File: src/verilog/tsc_cfg.svh
// Purpose: Offsets, field positions, reset values and code bytes of the tx codec.
// Assumes: Included by the package and the top module.
// Notes: Definitions only.
`ifndef TSC_CFG_SVH
`define TSC_CFG_SVH
// ----------------------------------------------------------------
// Register map (byte addresses)
// ----------------------------------------------------------------
`define TSC_OFS_CTRL 4'h0
`define TSC_OFS_PPM 4'h4
`define TSC_OFS_STAT 4'h8
`define TSC_CTRL_RST 32'h0000_0000
`define TSC_PPM_RST 10'h064
// CTRL fields
`define TSC_F_MODE 1:0
`define TSC_F_DESW 3:2
`define TSC_F_INSEL 6:4
`define TSC_F_OUTSRC 7
`define TSC_F_OUTLINE 10:8
// ----------------------------------------------------------------
// Code-group bytes
// ----------------------------------------------------------------
`define TSC_K28_0 8'h1C
`define TSC_K28_1 8'h3C
`define TSC_K28_2 8'h5C
`define TSC_K28_3 8'h7C
`define TSC_K28_4 8'h9C
`define TSC_K28_5 8'hBC
`define TSC_K28_6 8'hDC
`define TSC_K23_7 8'hF7
`define TSC_K27_7 8'hFB
`define TSC_K29_7 8'hFD
`define TSC_K30_7 8'hFE
`define TSC_X_IDLE 8'h07
`define TSC_D5_6 8'hC5
`define TSC_D16_2 8'h50
`define TSC_D21_5 8'hB5
`define TSC_D2_2 8'h42
// ----------------------------------------------------------------
// Idle spacing and lines
// ----------------------------------------------------------------
`define TSC_A_MIN 5'd16
`define TSC_A_SPAN_BITS 4
`define TSC_PRBS_SEED 7'h7F
`define TSC_N_SHARED 5
`endif

File: src/verilog/tsc_pkg.sv
// Purpose: Types of the transceiver tx codec.
// Assumes: tsc_cfg.svh holds the numbers.
// Notes: The whole state of the top is one packed struct.
`include "tsc_cfg.svh"
package tsc_pkg;
    typedef enum logic [1:0] {TSC_BYPASS, TSC_PCIE, TSC_XAUI, TSC_GIGABIT_ETHERNET_MODE} tsc_mode_e;
    typedef enum logic [1:0] {TSC_W8, TSC_W10, TSC_W16, TSC_W20} tsc_width_e;
    typedef enum logic {TSC_TRACK_REF, TSC_TRACK_DATA} tsc_cru_e;
    typedef struct packed {
        logic wr_pend;
        logic [3:0] wr_addr;
        logic [31:0] rdata;
        tsc_mode_e mode;
        tsc_width_e des_w;
        logic [2:0] in_sel;
        logic out_src;
        logic [2:0] out_line;
        logic [9:0] ppm_thr;
        tsc_cru_e cru;
        logic [7:0] code;
        logic k;
        logic rd;
        logic prev_comma;
        logic prev_term;
        logic [6:0] prbs;
        logic [4:0] a_cnt;
        logic [19:0] shreg;
        logic [4:0] bit_cnt;
        logic [19:0] word;
        logic word_vld;
    } tsc_state_s;
endpackage

File: src/verilog/tsc_top.sv
// Purpose: Protocol tx state machine, clock-recovery lock select, deserializer
//          and reference-clock routing of one transceiver channel.
// Assumes: Fabric inputs are on ref_clk; AHB-Lite slave with zero wait states.
// Notes: Operation
// Operation
// - Three protocol modes or bypass.
// - GbE idle sets rewritten to first/second idle.
// - First idle is K28.5 then D5.6.
// - Second idle is K28.5+ then D16.2.
// - Configuration sets are never produced or altered.
// - Idle choice leaves running disparity negative.
// - XAUI data byte sent as data group.
// - Idle byte gives R/A/K, K after terminate.
// - Sequence, start, terminate, error bytes mapped.
// - Other control bytes become error K30.7.
// - Reserved control bytes kept as reserved groups.
// - R or K picked by x^7+x^6+1 PRBS.
// - Alignment idle after 16 to 31 idles; one due right after terminate is sent as K and the count reloads.
// - Recovery tracks reference or data, status out.
// - Auto moves to data only within ppm threshold.
// - Force-data wins, force-ref next, else auto.
// - Unconnected overrides mean automatic mode.
// - Deserializer word width 8, 10, 16, 20.
// - First serial bit is word LSB.
// - Incoming reference from five lines or global pin.
// - Two local references, at most one outgoing line driven.
`timescale 1ns/1ps
`default_nettype none
`include "tsc_cfg.svh"
module tsc_top
    import tsc_pkg::*;
(
    input wire logic ref_clk,
    input wire logic rst,
    // AHB-Lite slave
    input wire logic hsel,
    input wire logic [31:0] haddr,
    input wire logic [1:0] htrans,
    input wire logic hwrite,
    input wire logic [2:0] hsize,
    input wire logic [31:0] hwdata,
    input wire logic hready,
    output logic hreadyout,
    output logic [31:0] hrdata,
    output logic hresp,
    // Parallel transmit side from the MAC or PCS
    input wire logic [7:0] tx_data_in,
    input wire logic tx_ctrl_in,
    output logic [7:0] tx_code_out,
    output logic tx_k_out,
    output logic tx_rd_out,
    // Clock recovery
    input wire logic rx_lock_to_data = 1'b0,
    input wire logic rx_lock_to_ref = 1'b0,
    input wire logic [9:0] cru_ppm_err,
    output logic rx_freq_locked,
    // Deserializer
    input wire logic rx_bit,
    input wire logic rx_bit_stb,
    output logic [19:0] rx_word,
    output logic rx_word_vld,
    // Reference clock routing
    input wire logic local_ref_clock_a,
    input wire logic local_ref_clock_b,
    input wire logic [4:0] shared_ref_clock_lines,
    input wire logic global_clk_pin,
    output logic incoming_ref_clk,
    output logic outgoing_ref_clk,
    output logic [4:0] shared_line_drive_en
);
    // ----------------------------------------------------------------
    // Helpers
    // ----------------------------------------------------------------
    // A 6b sub-block that is unbalanced flips running disparity.
    function automatic logic unb6(input logic [4:0] x, input logic k);
        unique case (x)
            5'd0, 5'd1, 5'd2, 5'd4, 5'd8, 5'd15, 5'd16, 5'd23,
            5'd24, 5'd27, 5'd29, 5'd30, 5'd31: unb6 = 1'b1;
            5'd28: unb6 = k;
            default: unb6 = 1'b0;
        endcase
    endfunction

    function automatic logic unb4(input logic [2:0] y);
        unb4 = (y == 3'd0) || (y == 3'd4) || (y == 3'd7);
    endfunction

    function automatic logic next_rd(input logic rd, input logic [7:0] b, input logic k);
        next_rd = rd ^ unb6(b[4:0], k) ^ unb4(b[7:5]);
    endfunction

    function automatic logic [19:0] reg_view(input tsc_state_s s, input logic [3:0] a);
        reg_view = 20'h0_0000;
        unique case (a)
            `TSC_OFS_CTRL: reg_view = {9'h000, s.out_line, s.out_src, s.in_sel,
                                      s.des_w, s.mode};
            `TSC_OFS_PPM: reg_view = {10'h000, s.ppm_thr};
            `TSC_OFS_STAT: reg_view = {17'h0_0000, s.rd, s.prbs[0], s.cru};
            default: reg_view = 20'h0_0000;
        endcase
    endfunction

    tsc_state_s cur_q;
    tsc_state_s nxt_d;

    logic addr_take;
    logic [2:0] lock_mode;
    logic [7:0] sym;
    logic sym_k;
    logic [5:0] need_bits;

    assign addr_take = hsel && htrans[1] && hready;

    // ----------------------------------------------------------------
    // Next state
    // ----------------------------------------------------------------
    always_comb begin
        nxt_d = cur_q;
        sym = tx_data_in;
        sym_k = tx_ctrl_in;
        lock_mode = {rx_lock_to_data, rx_lock_to_ref, 1'b0};
        need_bits = 6'd8;

        // Bus writes land at the end of the data phase.
        nxt_d.wr_pend = addr_take && hwrite;
        nxt_d.wr_addr = {haddr[3:2], 2'b00};
        if (cur_q.wr_pend) begin
            unique case (cur_q.wr_addr)
                `TSC_OFS_CTRL: begin
                    nxt_d.mode = tsc_mode_e'(hwdata[`TSC_F_MODE]);
                    nxt_d.des_w = tsc_width_e'(hwdata[`TSC_F_DESW]);
                    nxt_d.in_sel = hwdata[`TSC_F_INSEL];
                    nxt_d.out_src = hwdata[`TSC_F_OUTSRC];
                    nxt_d.out_line = hwdata[`TSC_F_OUTLINE];
                end
                `TSC_OFS_PPM: nxt_d.ppm_thr = hwdata[9:0];
                default: nxt_d.wr_addr = cur_q.wr_addr;
            endcase
        end
        // Reading from the updated copy makes write-then-read return new data.
        if (addr_take && !hwrite) begin
            nxt_d.rdata = {12'h000, reg_view(nxt_d, {haddr[3:2], 2'b00})};
        end

        // ------------------------------------------------------------
        // Transmit symbol mapping per protocol
        // ------------------------------------------------------------
        nxt_d.prev_comma = 1'b0;
        nxt_d.prev_term = 1'b0;
        unique case (cur_q.mode)
            TSC_GIGABIT_ETHERNET_MODE: begin
                if (cur_q.prev_comma && !tx_ctrl_in && tx_data_in != `TSC_D21_5
                        && tx_data_in != `TSC_D2_2) begin
                    // Disparity after the comma decides which idle follows.
                    sym = cur_q.rd ? `TSC_D16_2 : `TSC_D5_6;
                end
                nxt_d.prev_comma = tx_ctrl_in && (tx_data_in == `TSC_K28_5);
            end
            TSC_XAUI: begin
                if (tx_ctrl_in) begin
                    unique case (tx_data_in)
                        `TSC_X_IDLE: begin
                            nxt_d.prbs = {cur_q.prbs[5:0],
                                          cur_q.prbs[6] ^ cur_q.prbs[5]};
                            if (cur_q.prev_term) begin
                                sym = `TSC_K28_5;
                            end else if (cur_q.a_cnt == 5'd0) begin
                                sym = `TSC_K28_3;
                            end else begin
                                sym = cur_q.prbs[6] ? `TSC_K28_5 : `TSC_K28_0;
                            end
                            if (cur_q.a_cnt == 5'd0) begin
                                // Reload with 16 plus a four-bit random offset.
                                nxt_d.a_cnt = `TSC_A_MIN +
                                    {1'b0, cur_q.prbs[`TSC_A_SPAN_BITS-1:0]};
                            end else begin
                                nxt_d.a_cnt = cur_q.a_cnt - 5'd1;
                            end
                        end
                        `TSC_K28_4, `TSC_K27_7, `TSC_K29_7,
                        `TSC_K30_7: sym = tx_data_in;
                        `TSC_K28_0, `TSC_K28_1, `TSC_K28_2, `TSC_K28_3,
                        `TSC_K28_5, `TSC_K28_6, `TSC_K23_7: sym = tx_data_in;
                        default: sym = `TSC_K30_7;
                    endcase
                    nxt_d.prev_term = (tx_data_in == `TSC_K29_7);
                end else begin
                    sym = tx_data_in;
                end
            end
            TSC_PCIE: sym = tx_data_in;
            TSC_BYPASS: begin
                // No protocol handling; the symbol goes straight through.
                sym = tx_data_in;
            end
        endcase
        nxt_d.code = sym;
        nxt_d.k = sym_k;
        nxt_d.rd = next_rd(cur_q.rd, sym, sym_k);

        // ------------------------------------------------------------
        // Clock recovery lock mode
        // ------------------------------------------------------------
        // An open override port takes its default of zero, which is automatic.
        if (rx_lock_to_data) begin
            nxt_d.cru = TSC_TRACK_DATA;
        end else if (rx_lock_to_ref) begin
            nxt_d.cru = TSC_TRACK_REF;
        end else if (cru_ppm_err <= cur_q.ppm_thr) begin
            nxt_d.cru = TSC_TRACK_DATA;
        end else begin
            // Drifting out of range falls back to the reference.
            nxt_d.cru = TSC_TRACK_REF;
        end

        // ------------------------------------------------------------
        // Deserializer
        // ------------------------------------------------------------
        unique case (cur_q.des_w)
            TSC_W8: need_bits = 6'd8;
            TSC_W10: need_bits = 6'd10;
            TSC_W16: need_bits = 6'd16;
            TSC_W20: need_bits = 6'd20;
        endcase
        nxt_d.word_vld = 1'b0;
        if (rx_bit_stb) begin
            // Shifting in from the top leaves the first bit lowest.
            nxt_d.shreg = {rx_bit, cur_q.shreg[19:1]};
            if ({1'b0, cur_q.bit_cnt} == need_bits - 6'd1) begin
                nxt_d.bit_cnt = 5'd0;
                nxt_d.word_vld = 1'b1;
                nxt_d.word = nxt_d.shreg >> (6'd20 - need_bits);
            end else begin
                nxt_d.bit_cnt = cur_q.bit_cnt + 5'd1;
            end
        end
        // A width change restarts word assembly.
        if (nxt_d.des_w != cur_q.des_w) begin
            nxt_d.bit_cnt = 5'd0;
        end
    end

    // ----------------------------------------------------------------
    // State register
    // ----------------------------------------------------------------
    always_ff @(posedge ref_clk) begin
        if (rst) begin
            cur_q <= '0;
            cur_q.ppm_thr <= `TSC_PPM_RST;
            cur_q.prbs <= `TSC_PRBS_SEED;
            cur_q.a_cnt <= `TSC_A_MIN;
        end else begin
            cur_q <= nxt_d;
        end
    end

    // ----------------------------------------------------------------
    // Reference clock routing
    // ----------------------------------------------------------------
    // Static selects only; changing them live may glitch the clock.
    always_comb begin
        if (cur_q.in_sel < 3'(`TSC_N_SHARED)) begin
            incoming_ref_clk = shared_ref_clock_lines[cur_q.in_sel];
        end else begin
            incoming_ref_clk = global_clk_pin;
        end
        outgoing_ref_clk = cur_q.out_src ? local_ref_clock_b : local_ref_clock_a;
        shared_line_drive_en = 5'b0_0000;
        if (cur_q.out_line < 3'(`TSC_N_SHARED)) begin
            shared_line_drive_en[cur_q.out_line] = 1'b1;
        end
    end

    assign hreadyout = 1'b1;
    assign hresp = 1'b0;
    assign hrdata = cur_q.rdata;
    assign tx_code_out = cur_q.code;
    assign tx_k_out = cur_q.k;
    assign tx_rd_out = cur_q.rd;
    assign rx_freq_locked = (cur_q.cru == TSC_TRACK_DATA);
    assign rx_word = cur_q.word;
    assign rx_word_vld = cur_q.word_vld;
endmodule // tsc_top
`default_nettype wire

File: config.mk
export PLATFORM = sky130hd
export DESIGN_NAME = tsc_top
export DESIGN_NICKNAME = d
export VERILOG_FILES = /design/src/verilog/tsc_pkg.sv /design/src/verilog/tsc_top.sv
export VERILOG_INCLUDE_DIRS = /design/src /design/src/verilog
export SDC_FILE = /design/constraint.sdc
export NUM_CORES = 1
export LEC_CHECK = 0
export BUFFER_PORTS_ARGS = -buffer_cell sky130_fd_sc_hd__buf_2
export CAP_MARGIN = 0
export CORE_MARGIN = 5
export CORE_UTILIZATION = 52
export DETAILED_ROUTE_END_ITERATION = 10
export PLACE_DENSITY = 0.83
export SYNTH_ARGS = -nofsm -noshare
export SYNTH_HDL_FRONTEND = slang
export SYNTH_SLANG_ARGS = --single-unit
export TNS_END_PERCENT = 5
File: constraint.sdc
create_clock -name ref_clk -period 4.2 [get_ports ref_clk]
set_input_delay 0.63 -clock ref_clk [delete_from_list [all_inputs] [get_ports ref_clk]]
set_output_delay 0.63 -clock ref_clk [all_outputs]
set_load 0.005 [all_outputs]
==> impl_metrics.json <==
{
  "die_width_um": 116,
  "drt_wl_total_um": 12700,
  "firstDrtPassIters": 5,
  "cpPeakStageDelay_ps": 690,
  "postSynth.asyncResetShare_pct": 0,
  "design.die.area_sq_um": 13500,
  "power_density_nw_per_um2": 329,
  "weighted_congestion_reported_at_the_end_of_routability_driven_placement": 0.873,
  "fp-row-count": 38,
  "hold_start": "hrdata[10]",
  "drcViolationCount": 0,
  "cts_num_sinks": 105,
  "report.final.slew_viol_count": 0,
  "worst-path-max-fanout": 17,
  "cp_top_family": "adder cells",
  "ys_seq_area_share_pct": 36.0,
  "critical-path-slowest-cell": "ha_1",
  "globalRoute.totalOverflow": 0,
  "area.growth.synth_to_final_pct": 8.61,
  "clock-skew-final_ps": 8.88,
  "detailroute.via_count": 4842,
  "post-synth-top-count-cell": "nor2_1",
  "startpoint_type": "register",
  "setup_viol": 0,
  "crit_path_cell_trace": "inv_1, ha_1, inv_1, ha_1, buf_4, mux2_2, o21ai_0, o22ai_1, mux2i_1, nor2_1",
  "worstSkewPairLatency_ps": 340,
  "totalNegativeSetupSlack_ps": 0,
  "antenna_cells_inserted": 0,
  "critical_path_class": "register to register",
  "synth.distinct_cells": 63,
  "synth_enable_flop_cells": 0,
  "nets": 863,
  "grt_pass1_wl_um": 20900,
  "post_cts_hold_buffer_count": 0,
  "worst_pin_slew_ps": 838,
  "coreArea_sq_um": 10900,
  "finalInstanceArea_sq_um": 6350,
  "grt_antenna_before_repair": 0,
  "vdd_ir_drop_max_mv": 0.238,
  "avgRoutedWirePerCell_um": 14.4,
  "ys_top_cells_by_area": "dfxtp_1 36%, mux2i_1 11%, buf_4 8.1%",
  "grt_util_all_layers_pct": 18.9,
  "hold_viol": 0,
  "clock_tree_buf_depth": 2,
  "drive_gt1_share_pct": 19.3,
  "regToRegSetupSlack_ps": 1090,
  "grt_start_max_net_pins": 47,
  "critical_path.reg2reg.startpoint": "cur_q[89]",
  "boundaryPins": 178,
  "dpl-instance-area_sq_um": 6030,
  "clk_pin_slew_worst_paths_ps": 70,
  "crit_buf_inv": 3,
  "place_hpwl_um": 9280,
  "min-delay-path-class": "register to register",
  "numCtsBuffers": 9,
  "rsz0062_at_grt": "no",
  "cts_setup_buffers": 0,
  "routed_via_density": 5.49,
  "clock_tree.root_cell": "clkbuf_16",
  "synth-warning-count": 0,
  "leakage_nw": 2.89,
  "layout_worst_path_cycle_share_pct": 74.1,
  "cts_htree_levels": 3,
  "setup.worst_path.start": "cur_q[89]",
  "start_util_pct": 53.4,
  "synth_area_per_cell_sq_um": 8.36,
  "max_freq_mhz": 321,
  "arrival_ps": 3310,
  "end_kind": "register",
  "cts_resized": 0,
  "post-synth-top-area-cell": "dfxtp_1",
  "tritoncts_clock_tree": "yes",
  "detailedRoute.firstIterationViolations": 323,
  "first_global_vias": 4507,
  "max_transition_margin_pct": 43.3,
  "synth_cell_count_leaders": "122 x nor2_1, 105 x dfxtp_1, 64 x mux2i_1, 63 x buf_4, 49 x nand2_1",
  "ys_seq_elements": 105,
  "outcome": "complete, no violations",
  "required_ps": 4400,
  "placement.io_buffers": 99,
  "timing.max_cap.violations": 0,
  "syn_area_sq_um": 5840,
  "die_y_um": 116,
  "route.antenna.remaining_nets": 0,
  "timing.final.crit_period_ps": 3110,
  "ys.flop_type": "dfxtp_1",
  "yosys.area.top_type_share_pct": 36.0,
  "netlist_instances": 699
}
[layout by cell type (no fill, tap or decap), types with 3 or more instances in the layout]
master / count
or3_1: 3
a22oi_1: 7
clkbuf_16: 9
xnor2_1: 8
ha_1: 19
a211o_1: 3
mux2i_1: 64
xor2_1: 7
nand2b_1: 4
buf_2: 99
or2_2: 3
mux2_2: 9
dfxtp_1: 105
nand4_1: 5
a21o_1: 5
nor2_1: 122
nand3_1: 27
buf_4: 5
nor3b_1: 5
o21ai_0: 14
conb_1: 23
a211oi_1: 6
nand2_1: 49
nor3_1: 11
o211ai_1: 3
a32oi_1: 4
a21oi_1: 44
o22ai_1: 9
inv_1: 26
[per-stage QoR]
| step | cells | worst slack (ps) | hold slack [ps] | total power [mW] | util, % |
|---|---|---|---|---|---|
| finish | 882 | 1090 | 475 | 2.09 | 58.0 |
| CTS | 882 | 1100 | 481 | 2.10 | 58.0 |
| floorplan | 720 | 1170 | 440 | 1.18 | - |
| detailed placement | 868 | 1140 | 464 | 1.21 | 55.1 |
| global route | 882 | 878 | 495 | 2.17 | 58.0 |
| global placement | 868 | 1230 | 457 | 1.21 | 55.1 |
[registers in the layout, summed over array words and instances (netlist names)]
signal	count
tx_code_out	8
rx_freq_locked	1
rx_word	20
cur_q	62
rx_word_vld	1
tx_rd_out	1
tx_k_out	1
hrdata	11
[report_power, final]
part | switching, mW | internal (mW)
Sequential | 0.0142 | 1.01
Clock | 0.360 | 0.535
Combinational | 0.0976 | 0.0716
[logic make-up (layout without fill, tap and decap cells)]
logic type,Yosys count,count (layout),synth area share (%)
flops,105,105,36.0
simple gates,247,247,19.0
fa+ha+maj,19,19,4.07
compound gates,115,115,13.4
other cells,2,23,0.129
mux,74,74,13.1
buf+inv,122,144,12.0
xor+xnor,15,15,2.25
[layout make-up]
type / instances / area [sq um]
Clock buffer: 10 / 239
Timing Repair Buffer: 104 / 533
Tap cell: 140 / 175
Inverter: 26 / 97.6
Multi-Input combinational cell: 493 / 3120
Sequential cell: 105 / 2100
Fill cell: 977 / 4590
Clock inverter: 4 / 77.6
[per-layer routing]
metal	part of all wire (%)	track usage, %
met1	45	24.7
met3	6.4	4.65
met5	0	0
met4	1.9	6.73
met2	47	30.4
[final timing paths]
kind,endpoint,cells past startpoint
max,rx_word[11],10
min,hrdata[10],1
min reg2reg,hrdata[10],1
max reg2reg,rx_word[11],10
Note: power is estimated with default switching activity, not from simulation.
